[config.mk]
export PLATFORM = sky130hd
export DESIGN_NAME = pesc_ctrl
export DESIGN_NICKNAME = d
export VERILOG_FILES = /design/src/core/pesc_pkg.sv /design/src/core/pesc_ctrl.sv
export SDC_FILE = /design/constraint.sdc
export NUM_CORES = 1
export LEC_CHECK = 0
export ABC_AREA = 0
export BUFFER_PORTS_ARGS = -buffer_cell sky130_fd_sc_hd__buf_2
export CAP_MARGIN = 20
export CORE_MARGIN = 8
export CORE_UTILIZATION = 50
export CTS_BUF_LIST = sky130_fd_sc_hd__clkbuf_2
export DETAILED_ROUTE_END_ITERATION = 7
export PLACE_DENSITY_LB_ADDON = 0.05
export SETUP_SLACK_MARGIN = 0.1
export SYNTH_ARGS = -nofsm -noshare
export SYNTH_HDL_FRONTEND = slang
export SYNTH_SLANG_ARGS = --single-unit
[constraint.sdc]
create_clock -name clk_sys -period 13.7 [get_ports clk_sys]
set_input_delay 2.055 -clock clk_sys [delete_from_list [all_inputs] [get_ports clk_sys]]
set_output_delay 2.055 -clock clk_sys [all_outputs]
set_load 0.01 [all_outputs]
[src/core/pesc_pkg.sv]
// pesc_pkg: constants shared by the precise event sampling controller
package pesc_pkg;
   // apb byte offsets
   localparam logic [7:0] OFS_SAMP_EN_LO = 8'h00;
   localparam logic [7:0] OFS_SAMP_EN_HI = 8'h04;
   localparam logic [7:0] OFS_EVSEL0     = 8'h08;
   localparam logic [7:0] OFS_EVSEL3     = 8'h14;
   localparam logic [7:0] OFS_OVF_STAT   = 8'h18;
   localparam logic [7:0] OFS_BUF_BASE   = 8'h1c;
   localparam logic [7:0] OFS_BUF_INDEX  = 8'h20;
   localparam logic [7:0] OFS_BUF_LIMIT  = 8'h24;
   localparam logic [7:0] OFS_INT_STAT   = 8'h28;
   localparam logic [7:0] OFS_INT_MASK   = 8'h2c;

   // sampling enable high word: load latency bits 3:0, precise store bit 31 (bit 63)
   localparam int PS_EN_BIT       = 31;
   localparam int BUF_FULL_BIT    = 31;
   localparam int N_SAMP          = 4;
   localparam int N_CNT           = 8;
   localparam int STORE_CNT       = 3;
   localparam int PRECISE_RETIRED_DISTRIBUTION_CNT        = 1;

   // event selector fields
   localparam int EVS_CODE_LSB    = 0;
   localparam int EVS_UMASK_LSB   = 8;
   localparam int EVS_EDGE_BIT    = 18;
   localparam int EVS_ANY_BIT     = 21;
   localparam int EVS_INV_BIT     = 23;
   localparam int EVS_COUNT_THRESHOLD_FIELD_LSB   = 24;

   // interrupt status bits
   localparam int INT_REC_BIT     = 0;
   localparam int INT_FULL_BIT    = 1;
   localparam int INT_SKIP_BIT    = 2;
   localparam int INT_W           = 3;

   // record layout
   localparam logic [31:0] REC_BYTES    = 32'h000000b0;
   localparam logic [7:0]  REC_LINADDR  = 8'h98;
   localparam logic [7:0]  REC_DSRC     = 8'ha0;
   localparam logic [7:0]  REC_LAT      = 8'ha8;

   // eligible event codes and allowed unit mask sets
   localparam logic [7:0] EVT_RET_INST  = 8'hc0;
   localparam logic [7:0] EVT_RET_UOPS  = 8'hc2;
   localparam logic [7:0] EVT_RET_BR    = 8'hc4;
   localparam logic [7:0] EVT_MISP_BR   = 8'hc5;
   localparam logic [7:0] EVT_MEM_TRANS = 8'hcd;
   localparam logic [7:0] EVT_MEM_UOP   = 8'hd0;
   localparam logic [7:0] EVT_LD_RET    = 8'hd1;
   localparam logic [7:0] EVT_LD_HIT    = 8'hd2;
   localparam logic [7:0] EVT_LD_MISC   = 8'hd4;
   localparam logic [7:0] UM_RET_INST   = 8'h01;
   localparam logic [7:0] UM_RET_UOPS   = 8'h03;
   localparam logic [7:0] UM_RET_BR     = 8'h7f;
   localparam logic [7:0] UM_MISP_BR    = 8'h37;
   localparam logic [7:0] UM_LOAD_LAT   = 8'h01;
   localparam logic [7:0] UM_PREC_STORE = 8'h02;
   localparam logic [7:0] UM_MEM_UOP    = 8'hf3;
   localparam logic [7:0] UM_LD_RET     = 8'h47;
   localparam logic [7:0] UM_LD_HIT     = 8'h0f;
   localparam logic [7:0] UM_LD_MISC    = 8'h02;

   localparam logic [31:0] RST_WORD     = 32'h00000000;

   typedef enum {ST_IDLE, ST_EMIT} pesc_state_t;
endpackage : pesc_pkg

[src/core/pesc_ctrl.sv]
// pesc_ctrl: precise event sampling control, record generation and apb registers
`timescale 1ns/1ps
`default_nettype none
module pesc_ctrl
   import pesc_pkg::*;
#(
   parameter int ADDR_W = 64,              // linear address width
   parameter int LAT_W  = 16               // latency input width
) (
   input  wire logic              clk_sys,       // core clock
   input  wire logic              rst_n,         // sync reset, low active
   input  wire logic              psel,          // apb select
   input  wire logic              penable,       // apb access phase
   input  wire logic              pwrite,        // apb write
   input  wire logic [7:0]        paddr,         // apb byte address
   input  wire logic [31:0]       pwdata,        // apb write data
   output logic [31:0]            prdata,        // apb read data
   output logic                   pready,        // apb ready
   output logic                   pslverr,       // apb error, unmapped
   input  wire logic [N_CNT-1:0]  cnt_ovf,       // counter overflow pulses
   input  wire logic [N_CNT-1:0]  cnt_evt,       // counter event pulses
   input  wire logic [ADDR_W-1:0] ld_addr,       // load source linear address
   input  wire logic [3:0]        ld_src,        // load data source code
   input  wire logic              ld_stlb_miss,  // load missed stlb
   input  wire logic              ld_lock,       // load was locked
   input  wire logic [LAT_W-1:0]  ld_lat,        // load latency cycles
   input  wire logic [ADDR_W-1:0] st_addr,       // store destination address
   input  wire logic              st_dcu_hit,    // store hit l1 data cache
   input  wire logic              st_stlb_miss,  // store missed stlb
   input  wire logic              st_lock,       // store was locked
   output logic                   rec_valid,     // record ready to write
   input  wire logic              rec_ready,     // memory accepts record
   output logic [31:0]            rec_addr,      // record byte address
   output logic [1:0]             rec_cnt,       // counter that triggered
   output logic [ADDR_W-1:0]      rec_linaddr,   // record field 98h
   output logic [63:0]            rec_dsrc,      // record field a0h
   output logic [63:0]            rec_lat,       // record field a8h
   output logic                   irq            // level interrupt
);

   logic [N_SAMP-1:0]  samp_en_r, ll_en_r, armed_r;
   logic               ps_en_r, buf_full_r;
   logic [31:0]        evsel_r [N_SAMP];
   logic [N_CNT-1:0]   ovf_r;
   logic [31:0]        buf_base_r, buf_index_r, buf_limit_r, prdata_r;
   logic [INT_W-1:0]   int_stat_r, int_mask_r, int_set;
   pesc_state_t        state_r;

   function automatic logic um_ok(input logic [7:0] um, input logic [7:0] allow);
      um_ok = (um != 8'h00) && ((um & (um - 8'h01)) == 8'h00) && ((um & allow) == um);
   endfunction : um_ok

   function automatic logic evt_ok(input int idx, input logic [31:0] sel);
      logic [7:0] code;
      logic [7:0] um;
      code = sel[EVS_CODE_LSB +: 8];
      um   = sel[EVS_UMASK_LSB +: 8];
      case (code)
         EVT_RET_INST:  evt_ok = (idx == PRECISE_RETIRED_DISTRIBUTION_CNT) && (um == UM_RET_INST);
         EVT_RET_UOPS:  evt_ok = um_ok(um, UM_RET_UOPS);
         EVT_RET_BR:    evt_ok = um_ok(um, UM_RET_BR);
         EVT_MISP_BR:   evt_ok = um_ok(um, UM_MISP_BR);
         EVT_MEM_TRANS: evt_ok = (um == UM_LOAD_LAT) || (um == UM_PREC_STORE);
         EVT_MEM_UOP:   evt_ok = um_ok(um, UM_MEM_UOP);
         EVT_LD_RET:    evt_ok = um_ok(um, UM_LD_RET);
         EVT_LD_HIT:    evt_ok = um_ok(um, UM_LD_HIT);
         EVT_LD_MISC:   evt_ok = um_ok(um, UM_LD_MISC);
         default:       evt_ok = 1'b0;
      endcase
   endfunction : evt_ok

   // apb decode
   logic wr_acc, rd_setup, mapped;
   assign wr_acc   = psel && penable && pwrite;
   assign rd_setup = psel && !penable;
   assign mapped   = (paddr[1:0] == 2'b00) && (paddr <= OFS_INT_MASK);
   assign pready   = 1'b1;
   assign pslverr  = psel && penable && !mapped;
   assign prdata   = prdata_r;

   // eligibility and trigger
   logic [N_SAMP-1:0] qual, trig;
   logic [1:0]        pick;
   logic              any_trig, pick_store, bounds_ok, rec_done, full_set, skip_evt;
   logic [32:0]       rec_end;
   logic [N_CNT-1:0]  rec_clr;

   always_comb begin
      for (int i = 0; i < N_SAMP; i++) begin
         qual[i] = samp_en_r[i] && evt_ok(i, evsel_r[i]);
      end
   end
   assign trig     = armed_r & cnt_evt[N_SAMP-1:0] & qual;
   assign any_trig = (state_r == ST_IDLE) && (trig != '0);

   always_comb begin
      pick = 2'd0;
      for (int i = N_SAMP - 1; i >= 0; i--) begin
         if (trig[i]) begin
            pick = 2'(i);
         end
      end
   end

   assign pick_store = ps_en_r && (pick == 2'(STORE_CNT)) &&
                       (evsel_r[STORE_CNT][EVS_UMASK_LSB +: 8] == UM_PREC_STORE);
   assign rec_end    = {1'b0, buf_index_r} + {1'b0, REC_BYTES};
   assign bounds_ok  = (buf_index_r >= buf_base_r) && (rec_end <= {1'b0, buf_limit_r});
   assign rec_done   = (state_r == ST_EMIT) && rec_ready;
   assign rec_valid  = (state_r == ST_EMIT);
   assign rec_clr    = rec_done ? {{(N_CNT - N_SAMP){1'b0}}, ovf_r[N_SAMP-1:0] & samp_en_r}
                                : '0;

   // state machine
   always_ff @(posedge clk_sys) begin
      if (!rst_n) begin
         state_r <= ST_IDLE;
      end else begin
         case (state_r)
            ST_IDLE: begin
               if (any_trig && bounds_ok) begin
                  state_r <= ST_EMIT;
               end
            end
            ST_EMIT: begin
               if (rec_ready) begin
                  state_r <= ST_IDLE;
               end
            end
            default: state_r <= ST_IDLE;
         endcase
      end
   end

   // arm on overflow, disarm on the triggering event
   always_ff @(posedge clk_sys) begin
      if (!rst_n) begin
         armed_r <= '0;
      end else begin
         for (int i = 0; i < N_SAMP; i++) begin
            if (cnt_ovf[i] && qual[i]) begin
               armed_r[i] <= 1'b1;
            end else if ((any_trig && (pick == 2'(i))) || !qual[i]) begin
               armed_r[i] <= 1'b0;
            end
         end
      end
   end

   // record capture
   always_ff @(posedge clk_sys) begin
      if (!rst_n) begin
         rec_addr    <= RST_WORD;
         rec_cnt     <= 2'd0;
         rec_linaddr <= '0;
         rec_dsrc    <= 64'h0000000000000000;
         rec_lat     <= 64'h0000000000000000;
      end else if (any_trig) begin
         rec_addr <= buf_index_r;
         rec_cnt  <= pick;
         if (pick_store) begin
            rec_linaddr <= st_addr;
            rec_dsrc    <= {58'h0, st_lock, st_stlb_miss, 3'h0, st_dcu_hit};
            rec_lat     <= 64'h0000000000000000;
         end else begin
            rec_linaddr <= ld_addr;
            if (ll_en_r[pick]) begin
               rec_dsrc <= {58'h0, ld_lock, ld_stlb_miss, ld_src};
               rec_lat  <= {{(64 - LAT_W){1'b0}}, ld_lat};
            end else begin
               rec_dsrc <= 64'h0000000000000000;
               rec_lat  <= 64'h0000000000000000;
            end
         end
      end
   end

   // buffer index advance and full flag
   always_ff @(posedge clk_sys) begin
      if (!rst_n) begin
         buf_index_r <= RST_WORD;
      end else if (rec_done) begin
         buf_index_r <= rec_end[31:0];
      end else if (wr_acc && paddr == OFS_BUF_INDEX) begin
         buf_index_r <= pwdata;
      end
   end

   assign full_set = rec_done && ((rec_end[31:0] + REC_BYTES) > buf_limit_r);

   // overflow status: hardware set wins over any clear
   always_ff @(posedge clk_sys) begin
      if (!rst_n) begin
         ovf_r      <= '0;
         buf_full_r <= 1'b0;
      end else begin
         if (wr_acc && paddr == OFS_OVF_STAT) begin
            ovf_r <= (ovf_r & ~pwdata[N_CNT-1:0] & ~rec_clr) | cnt_ovf;
            buf_full_r <= (buf_full_r & ~pwdata[BUF_FULL_BIT]) | full_set;
         end else begin
            ovf_r <= (ovf_r & ~rec_clr) | cnt_ovf;
            buf_full_r <= buf_full_r | full_set;
         end
      end
   end

   // software registers
   always_ff @(posedge clk_sys) begin
      if (!rst_n) begin
         samp_en_r   <= '0;
         ll_en_r     <= '0;
         ps_en_r     <= 1'b0;
         buf_base_r  <= RST_WORD;
         buf_limit_r <= RST_WORD;
         int_mask_r  <= '0;
         for (int i = 0; i < N_SAMP; i++) begin
            evsel_r[i] <= RST_WORD;
         end
      end else if (wr_acc) begin
         if (paddr == OFS_SAMP_EN_LO) begin
            samp_en_r <= pwdata[N_SAMP-1:0];
         end else if (paddr == OFS_SAMP_EN_HI) begin
            ll_en_r <= pwdata[N_SAMP-1:0];
            ps_en_r <= pwdata[PS_EN_BIT];
         end else if (paddr >= OFS_EVSEL0 && paddr <= OFS_EVSEL3 && paddr[1:0] == 2'b00) begin
            evsel_r[2'(paddr[7:2] - OFS_EVSEL0[7:2])] <= pwdata;
         end else if (paddr == OFS_BUF_BASE) begin
            buf_base_r <= pwdata;
         end else if (paddr == OFS_BUF_LIMIT) begin
            buf_limit_r <= pwdata;
         end else if (paddr == OFS_INT_MASK) begin
            int_mask_r <= pwdata[INT_W-1:0];
         end
      end
   end

   // interrupt status, write one to clear, set wins
   assign skip_evt = any_trig && !bounds_ok;
   always_comb begin
      int_set = '0;
      int_set[INT_REC_BIT]  = rec_done;
      int_set[INT_FULL_BIT] = full_set;
      int_set[INT_SKIP_BIT] = skip_evt;
   end

   always_ff @(posedge clk_sys) begin
      if (!rst_n) begin
         int_stat_r <= '0;
      end else if (wr_acc && paddr == OFS_INT_STAT) begin
         int_stat_r <= (int_stat_r & ~pwdata[INT_W-1:0]) | int_set;
      end else begin
         int_stat_r <= int_stat_r | int_set;
      end
   end

   always_ff @(posedge clk_sys) begin
      if (!rst_n) begin
         irq <= 1'b0;
      end else begin
         irq <= ((int_stat_r | int_set) & int_mask_r) != '0;
      end
   end

   // read data latched in the setup phase
   always_ff @(posedge clk_sys) begin
      if (!rst_n) begin
         prdata_r <= RST_WORD;
      end else if (rd_setup) begin
         prdata_r <= RST_WORD;
         if (paddr == OFS_SAMP_EN_LO) begin
            prdata_r[N_SAMP-1:0] <= samp_en_r;
         end else if (paddr == OFS_SAMP_EN_HI) begin
            prdata_r[N_SAMP-1:0] <= ll_en_r;
            prdata_r[PS_EN_BIT]  <= ps_en_r;
         end else if (paddr >= OFS_EVSEL0 && paddr <= OFS_EVSEL3 && paddr[1:0] == 2'b00) begin
            prdata_r <= evsel_r[2'(paddr[7:2] - OFS_EVSEL0[7:2])];
         end else if (paddr == OFS_OVF_STAT) begin
            prdata_r[N_CNT-1:0]   <= ovf_r;
            prdata_r[BUF_FULL_BIT] <= buf_full_r;
         end else if (paddr == OFS_BUF_BASE) begin
            prdata_r <= buf_base_r;
         end else if (paddr == OFS_BUF_INDEX) begin
            prdata_r <= buf_index_r;
         end else if (paddr == OFS_BUF_LIMIT) begin
            prdata_r <= buf_limit_r;
         end else if (paddr == OFS_INT_STAT) begin
            prdata_r[INT_W-1:0] <= int_stat_r;
         end else if (paddr == OFS_INT_MASK) begin
            prdata_r[INT_W-1:0] <= int_mask_r;
         end
      end
   end
endmodule : pesc_ctrl
`default_nettype wire

# Word-level counts from Yosys, hierarchy flattened
# Memory sizes are Yosys's and may differ from the RTL's.
# Cells that the tools add are included.
[totals] reg_bits=415 ramBits=128 inputBits=215 out_inout_bits=262 memories=1
[mem_list] name="evsel_r" depth=4 width=32 rd=5 rd_ports_with_merged_regs=0 wr=4 line_no="pesc_ctrl.sv:43" source="logic [31:0] evsel_r [N_SAMP];"
[classes] addsub=7 magnitude_cmp=7 n_eq_ne=55 n_mux=57 bitwise=32 n_reduce_logical=128
[ops] cell="equality test 8 bit, second input constant" n=33
[ops] cell="two-way mux 32 bit" n=8
[ops] cell="logical NOT 32 bit" n=2
[ops] cell="two-way mux 64 bit" n=1
[ops] cell="one-hot mux 32 bit (2 select lines)" n=1
[ops] cell="logical AND 1 bit" n=62
[ops] cell="bitwise AND 8 bit" n=7
[ops] cell="logical NOT 8 bit" n=5
[ops] cell="adder 32 x 8 -> 33 bit, second input constant" n=1
[ops] cell="<= comparator 33 x 32 -> 1 bit" n=1
[ops] cell="adder 32 x 8 -> 32 bit, second input constant" n=1
[ops] cell="equality test 32 x 1 -> 1 bit, second input constant" n=1
[ops] cell="equality test 32 x 2 -> 1 bit, second input constant" n=1
[ops] cell="equality test 8 x 1 -> 1 bit, second input constant" n=4
[ops] cell="equality test 8 x 2 -> 1 bit, second input constant" n=4
[ops] cell="equality test 8 x 6 -> 1 bit, second input constant" n=4
[ops] cell="greater-or-equal comparator 32 bit" n=1
[ops] cell="greater-than comparator 32 bit" n=1
[ops] cell="logical NOT 4 bit" n=8
[ops] cell="two-way mux 16 bit" n=2
[ops] cell="nonzero test 8 bit" n=4
[ops] cell="OR reduction 32 bit" n=1
[ops] cell="subtractor 8 x 1 -> 8 bit, second input constant" n=4
[ops] cell="two-way mux 29 bit" n=1
[ops] cell="other kinds (46)" n=128

# Longest topological paths before layout
# Gate-level depths: netlist (run 1).
# An unclocked memory read counts as a cell.
[logic_depth] depth_word=18 ltp_mapped=22

# Least setup slack after synthesis (run 1)
# No wires, ideal clock.
[synth_path] path_type="input port to flip-flop" start="input port paddr[1]" end="memory evsel_r[1][0] (enable)" setup_ps=511 arrival_time_ps=6196 required_time_ps=13189 setup_slack_ps=6994 cell_stages=3 path_buffers=0 cell_sequence="nor4_1 -> nand2b_1 -> o41ai_1"
[synth_lines] element="from (decl)" line_no="pesc_ctrl.sv:15" source="input wire logic [7:0] paddr,"
[synth_lines] element="to (decl)" line_no="pesc_ctrl.sv:43"

# Worst setup path in the final report (run 1)
[layout_path] start="register buf_index_r[4]" end="register irq"
[layout_via] elab_chain_cells=8
[layout_rtl] element="from (decl)" line_no="pesc_ctrl.sv:45" source="logic [31:0] buf_base_r, buf_index_r, buf_limit_r, prdata_r;"
[layout_rtl] element="from (signal assigned)" line_no="pesc_ctrl.sv:183" source="buf_index_r <= rec_end[31:0];"
[layout_rtl] element="from (signal assigned)" line_no="pesc_ctrl.sv:185" source="buf_index_r <= pwdata;"
[layout_rtl] element="branches (longest 5 deep; another with adder 32 x 8 -> 33 bit)"
[layout_rtl] element="OR 3 bit (*)" line_no="pesc_ctrl.sv:260" source="irq <= ((int_stat_r | int_set) & int_mask_r) != '0;"
[layout_rtl] element="bitwise AND 3 bit (*)" line_no="pesc_ctrl.sv:260"
[layout_rtl] element="nonzero test 3 bit (*)" line_no="pesc_ctrl.sv:260"
[layout_rtl] element="to (signal assigned)" line_no="pesc_ctrl.sv:258" source="irq <= 1'b0;"
[layout_rtl] element="to (signal assigned)" line_no="pesc_ctrl.sv:260"
[layout_rtl] element="to (decl)" line_no="pesc_ctrl.sv:38" source="output logic irq"
# Every way passes the cells marked *.
# A chain may end at the register's enable or synchronous reset.

==> flow_summary.ini, run 1 <==
[status]
status = finished, violations left
violations = design-rule violations

[grt]
antenna_found_initial = 6
first_global_vias = 19633
grt_overflow_total = 0
grt_pass1_wl_um = 116700
grt_max_degree = 93
grt_use_total_pct = 29.44

[setup_path]
critPathRequiredTime_ns = 14.65
worstSetupPathType = reg -> reg
worstPathCellList = inv_1 > ha_1 > nor2b_1 > o2111a_1 > xnor2_1 > nor4b_1 > nand4_1 > nor3_1 > nand2_1 > and4b_1 > xor2_1 > ha_1 > nand4_1 > nor2_1 > nor4b_1 > o211ai_1 > nand4_1 > or2_2 > a211oi_1 > a211oi_1
r2r_slack_ns = 7.55
cp_common_cell = nand4_1
worstSetupStartpointType = flop
reg2reg_to = irq
critPathBufInv = 1
cp-end-kind = flop
worstPathArrival_ns = 7.10
cp_max_fo = 11
crit_family = simple AND/OR/NAND/NOR gates
max_stage_delay_ns = 0.75
cp_slowest_cell = nor4b_1
reg2regPathDepth = 20
reg2reg_from = buf_index_r[4]

[pwr]
switchingPower_mw = 0.6585
total_power_mw = 2.310
power_frac_seq_pct = 55.6
comb_power_share_pct = 7.7
leakagePower_nw = 10.40
peakVddDrop_mv = 0.06047
power.density_nw_per_um2 = 91.70
p_sw_share_pct = 28.51
p_int_mw = 1.651
clkPwrFrac_pct = 36.7

[clocking]
cts_setup_buffers = 0
ctsLongestPathBuffers = 3
cts_hold_buf = 0
cts_tree = built
ctsResizeCount = 0
clock-root-buffer = clkbuf_2
clk_latency_ns = 1.13
cts.sinks = 406
htreeDepth = 3
cts_made_buffers = 106
cts.clk_slew.worst_paths_ns = 0.09

[route]
dr.pass1.iters = 8
via_count = 20671
viasPerCell = 5.798
drtAntennaViolNets = 0
drtIter0Drc = 2149
route.detailed.drc = 6
wl_um = 79970
wire_per_inst_um = 22.43

[worst_hold_path]
hp-class = reg -> reg
min_path_cells = 2
worstHoldStart = rec_addr[11]
min_to = rec_addr[11]

[die]
num_rows = 77
pin_count = 477
design.core.area_um2 = 44120
initial_utilization_pct = 50.63
dieWidth_um = 227.4
die_area_um2 = 51700
die_height_um = 227.4

[synth]
ys_ff_latch = 406
netlist_area_um2 = 22340
synthArstFlopShare_pct = 0
syn_avg_cell_area_um2 = 8.792
yosys_most_used_dff = dfxtp_1
ys_seq_area_share_pct = 42.11
synth_edf_count = 128
synth_area_leaders = dfxtp_1 25%, edfxtp_1 17%, a21oi_1 6.3%
synth_area_leader_cell = dfxtp_1
yosys.cell_types.count = 80
synth_top_area_share_pct = 24.91
netlist_instances = 2541
yosysWarnings = 0

[finish]
layout-drive-gt1-share_pct = 21.71
area_growth_pct = 12.75
nets = 3197
n_fill_cell = 4138

[placed_design]
dp_hpwl_um = 57730
portBuffers = 365
gp_congestion = 0.9422

[sta]
fin_worst_skew_ns = 0.05951
hold_viol = 0
worstMarginPinSlew_ns = 1.147
final.period_utilization_pct = 44.88
grt_setup_unrepaired = no
fmaxAchievable_mhz = 162.6
period_minus_slack_ns = 6.149
timing.setup.tns_ns = 0
drv_slew = 0
slew_headroom_pct = 22.92
setup_viol = 0

[flow_run]
max_cap_viol_count = 0
-- cell families after synthesis --
family / synth area share [%]
buffers and inverters: 8.821
xor gates and xnor gates: 2.431
DFF: 42.11
other: 0.03361
muxes: 6.799
adders and majority gates: 5.444
AOI/OAI and AO/OA: 17.08
and+or+nand+nor: 17.28
-- layout by cell type (no fill, tap or decap), types with 15 or more instances in the layout --
| master | count |
|---|---|
| xnor2_1 | 38 |
| nor2b_1 | 15 |
| ha_1 | 94 |
| nand2_1 | 342 |
| nor3_1 | 33 |
| a21oi_1 | 278 |
| a222oi_1 | 25 |
| a211oi_1 | 29 |
| clkbuf_2 | 164 |
| mux4_2 | 35 |
| buf_2 | 365 |
| conb_1 | 107 |
| buf_4 | 35 |
| xor2_1 | 24 |
| inv_1 | 144 |
| mux2i_1 | 73 |
| nor4_1 | 18 |
| dfxtp_1 | 278 |
| nand4_1 | 26 |
| and3_1 | 30 |
| edfxtp_1 | 128 |
| clkinv_1 | 18 |
| o21ai_0 | 123 |
| a21o_1 | 33 |
| nand3_1 | 72 |
| a31oi_1 | 15 |
| nor2_1 | 197 |
-- flip-flops by register name, indices dropped and copies added (netlist names) --
register     flops
evsel_r        128
rec_linaddr     64
buf_base_r      32
buf_index_r     32
buf_limit_r     32
prdata          32
rec_addr        32
rec_lat         16
ovf_r            8
rec_dsrc         6
armed_r          4
ll_en_r          4
samp_en_r        4
int_mask_r       3
int_stat_r       3
rec_cnt          2
buf_full_r       1
irq              1
ps_en_r          1
state_r          1
-- power by group through the flow --
stage | combinational [mW] | sequential [mW] | clock (mW)
4_1_cts | 0.173 | 1.28 | 0.869
3_5_place_dp | 0.173 | 1.31 | 0
2_1_floorplan | 0.114 | 1.30 | 0
5_1_grt | 0.187 | 1.29 | 0.929
3_3_place_gp | 0.172 | 1.31 | 0
6_report | 0.178 | 1.28 | 0.848
-- routing by layer --
| metal | share of wire [%] | up-vias | global-route usage (%) |
|---|---|---|---|
| met5 | 0 | - | 0 |
| met4 | 3.6 | 0 | 12.83 |
| met3 | 11 | 175 | 7.819 |
| met2 | 45 | 1075 | 46.11 |
| met1 | 40 | 9823 | 38.07 |
| li1 | - | 9598 | - |
-- per-stage QoR --
stage / utilization [%] / worst slack [ns] / hold slack [ns] / cell area (µm²) / cells
6_report: 57.09 / 7.551 / 0.4502 / 25190 / 3565
5_1_grt: 57.07 / 7.046 / 0.4717 / 25180 / 3562
4_1_cts: 57.03 / 7.551 / 0.4567 / 25160 / 3558
3_3_place_gp: 54.91 / 7.622 / 0.4368 / 24230 / 3371
3_5_place_dp: 54.91 / 7.581 / 0.4424 / 24230 / 3371
2_1_floorplan: - / 6.994 / 0.4363 / 22740 / 2646
-- how the worst max path moves through the flow --
| stage | start | to | cells after the start |
|---|---|---|---|
| 2_1_floorplan | paddr[1] | evsel_r[1][0] | 3 |
| 3_3_place_gp | buf_index_r[4] | irq | 20 |
| 3_5_place_dp | buf_index_r[4] | irq | 20 |
| 4_1_cts | buf_index_r[4] | irq | 20 |
| 5_1_grt | buf_index_r[4] | irq | 20 |
| 6_report | buf_index_r[4] | irq | 20 |
-- synthesized netlist by cell type, types with 6 or more instances --
master     instances
xor2_1            24
nand3_1           72
nor2_1           201
ha_1              94
nand4b_1           8
edfxtp_1         128
nand4_1           26
o2111ai_1          6
a211oi_1          29
nor3b_1            7
nor4_1            19
o21a_1             8
and2_1             9
o21ai_0          124
a311oi_1          12
nand3b_1           6
buf_1              9
nand2b_1          11
or3_1             11
buf_4            107
a221oi_1           8
mux4_2            35
o211ai_1           8
dfxtp_1          278
nor3_1            35
nor2b_1           15
nor4b_1            8
a2111oi_0          6
a21o_1            34
nand2_1          344
and3_1            30
inv_1            144
xnor2_1           38
a31oi_1           15
o21ai_2           10
a21oi_1          279
a22oi_1           14
clkbuf_1         138
buf_2             12
mux2i_1           73
a222oi_1          25
-- area by class of cell --
cell class	instances	area (µm²)	area share (%)
Multi-Input combinational cell	1828	11440	45.41
Sequential cell	406	9409	37.35
Timing Repair Buffer	401	2101	8.340
Clock buffer	164	820.8	3.258
Tap cell	592	740.7	2.940
Inverter	145	549.3	2.181
Clock inverter	23	116.4	0.4619
Antenna cell	6	15.01	0.05960
-- tightest hold or removal path, stage by stage, from the launching register on --
cell     delay (ns)
dfxtp_1        0.32
nand2_1        0.05
a21oi_1        0.05
Power figures use the tool's default switching activity.
==> inputs of run 2 (changes only) <==
- clock period: 13.7 -> 6.35 ns (I/O delays scaled with it)
==> flow_summary.ini, run 2 (synthesis gave the netlist of run 1 again) <==
[status]
status = finished, violations left
violations = design-rule violations

[setup_path]
cp-end-kind = flop
reg2regPathDepth = 20
worstPathArrival_ns = 6.37
worstSetupPathType = reg -> reg
cp_max_fo = 11
critPathRequiredTime_ns = 7.34
worstSetupStartpointType = flop

[pwr]
peakVddDrop_mv = 0.1545
leakagePower_nw = 10.59
power.density_nw_per_um2 = 198.5

[placed_design]
dp_hpwl_um = 59460
portBuffers = 365
gp_congestion = 0.9516
dpl-instance-area_um2 = 24300

[finish]
design_area_um2 = 25620
final_common_cell = buf_2
seqCellArea_um2 = 9409
area_growth_pct = 14.68
regMostFlops = evsel_r
layout-drive-gt1-share_pct = 21.86
n_fill_cell = 4095
layout_common_cells = 365 x buf_2, 343 x nand2_1, 278 x a21oi_1, 278 x dfxtp_1, 197 x nor2_1
nets = 3236
largest_registers = evsel_r: 128 flops, rec_linaddr: 64 flops
largest_reg_flops = 128
multiInputGateArea_um2 = 11440

[clocking]
cts.clk_slew.worst_paths_ns = 0.11
cts_made_buffers = 109
cts_setup_buffers = 0
clk_latency_ns = 1.15
ctsResizeCount = 0
htreeDepth = 3
cts_tree = built
clock-root-buffer = clkbuf_2
ctsLongestPathBuffers = 3
cts.sinks = 406

[die]
initial_utilization_pct = 50.63
die_height_um = 227.4
pin_count = 477
die_area_um2 = 51700
design.core.area_um2 = 44120
num_rows = 77
dieWidth_um = 227.4

[sta]
worstMarginPinSlew_ns = 1.110
grt_setup_unrepaired = no
whs_ns = 0.1210
period_minus_slack_ns = 5.378
timing.setup.tns_ns = 0
slew_headroom_pct = 25.84
fin_worst_skew_ns = 0.09710
final.period_utilization_pct = 84.69
setup_viol = 0
hold_viol = 0
drv_slew = 0
fmaxAchievable_mhz = 186.0

[route]
route.detailed.drc = 16
drtAntennaViolNets = 0
viasPerCell = 5.767
drtIter0Drc = 2031
wl_um = 81320
dr.pass1.iters = 8
wire_per_inst_um = 22.59
via_count = 20762

[grt]
antenna_found_initial = 1
grt_max_degree = 85
grt_use_total_pct = 29.98
grt_overflow_total = 0
grt_pass1_wl_um = 118600
first_global_vias = 19555

[worst_hold_path]
min_path_cells = 3
hp-class = in -> reg

[flow_run]
max_cap_viol_count = 0
run 2: changes by cell type in the layout (fill, tap and decap cells not counted), moves of 2 or more:
cell / previous run / this run
buf_4: 35 / 37
diode_2: 6 / 2
clkbuf_2: 164 / 168
dlygate4sd3_1: 0 / 31
buf_12: 0 / 3
clkinv_1: 18 / 13
clkinvlp_4: 0 / 3
run 2: final cells by class:
cell class / count / area share (%)
Tap cell: 592 / 2.891
Clock buffer: 168 / 3.282
Antenna cell: 2 / 0.01953
Multi-Input combinational cell: 1828 / 44.64
Sequential cell: 406 / 36.72
Timing Repair Buffer: 437 / 9.689
Clock inverter: 22 / 0.6104
Inverter: 145 / 2.144
run 2: worst max-delay path, stage by stage, from the launching register on:
cell and delay, ns:
dfxtp_1 0.61, inv_1 0.14, ha_1 0.28, nor2b_1 0.40
o2111a_1 0.35, nand3_1 0.12, xor2_1 0.23, nor4_1 0.40
nor3b_1 0.41, nand2_1 0.18, and4b_1 0.29, xor2_1 0.07
ha_1 0.35, nand4_1 0.10, nor2_1 0.13, nor4b_1 0.30
buf_4 0.20, nand3_1 0.11, and3_1 0.22, a211oi_1 0.24
a211oi_1 0.10
run 2: report_power, final:
| group | total (mW) | switching, mW | internal (mW) |
|---|---|---|---|
| Sequential | 2.77 | 0.0533 | 2.72 |
| Combinational | 0.402 | 0.261 | 0.141 |
| Clock | 1.91 | 1.13 | 0.781 |
run 2: what timing repair did:
item	4_1_cts	5_1_grt
endpoints found under the setup margin	0	0
hold buffers	31	0
endpoints found under the hold margin	35	0
run 2: path summary, 6_finish.rpt:
check	to	slack [ns]	from
max reg2reg	irq	0.97	buf_index_r[4]
max	irq	0.97	buf_index_r[4]
min reg2reg	rec_addr[19]	0.45	rec_addr[19]
min	rec_linaddr[13]	0.12	st_addr[13]
run 2: metrics by stage:
| step | instances | setup slack (ns) | util, % | power, mW |
|---|---|---|---|---|
| 3_3_place_gp | 3376 | 1.083 | 55.07 | 3.199 |
| 5_1_grt | 3599 | 0.5160 | 58.06 | 5.300 |
| 4_1_cts | 3597 | 1.020 | 58.04 | 5.122 |
| 2_1_floorplan | 2646 | 0.7460 | - | 3.051 |
| 6_report | 3600 | 0.9722 | 58.06 | 5.086 |
| 3_5_place_dp | 3376 | 1.035 | 55.07 | 3.204 |
run 2: metal layers:
| metal | wire length, µm | share of wire [%] | vias to the layer above | GRT usage, % |
|---|---|---|---|---|
| li1 | - | - | 9657 | - |
| met1 | 33680 | 41 | 9886 | 40.04 |
| met2 | 37320 | 46 | 1097 | 47.47 |
| met3 | 8621 | 11 | 122 | 7.523 |
| met4 | 1701 | 2.1 | 0 | 9.354 |
| met5 | 0 | 0 | - | 0 |
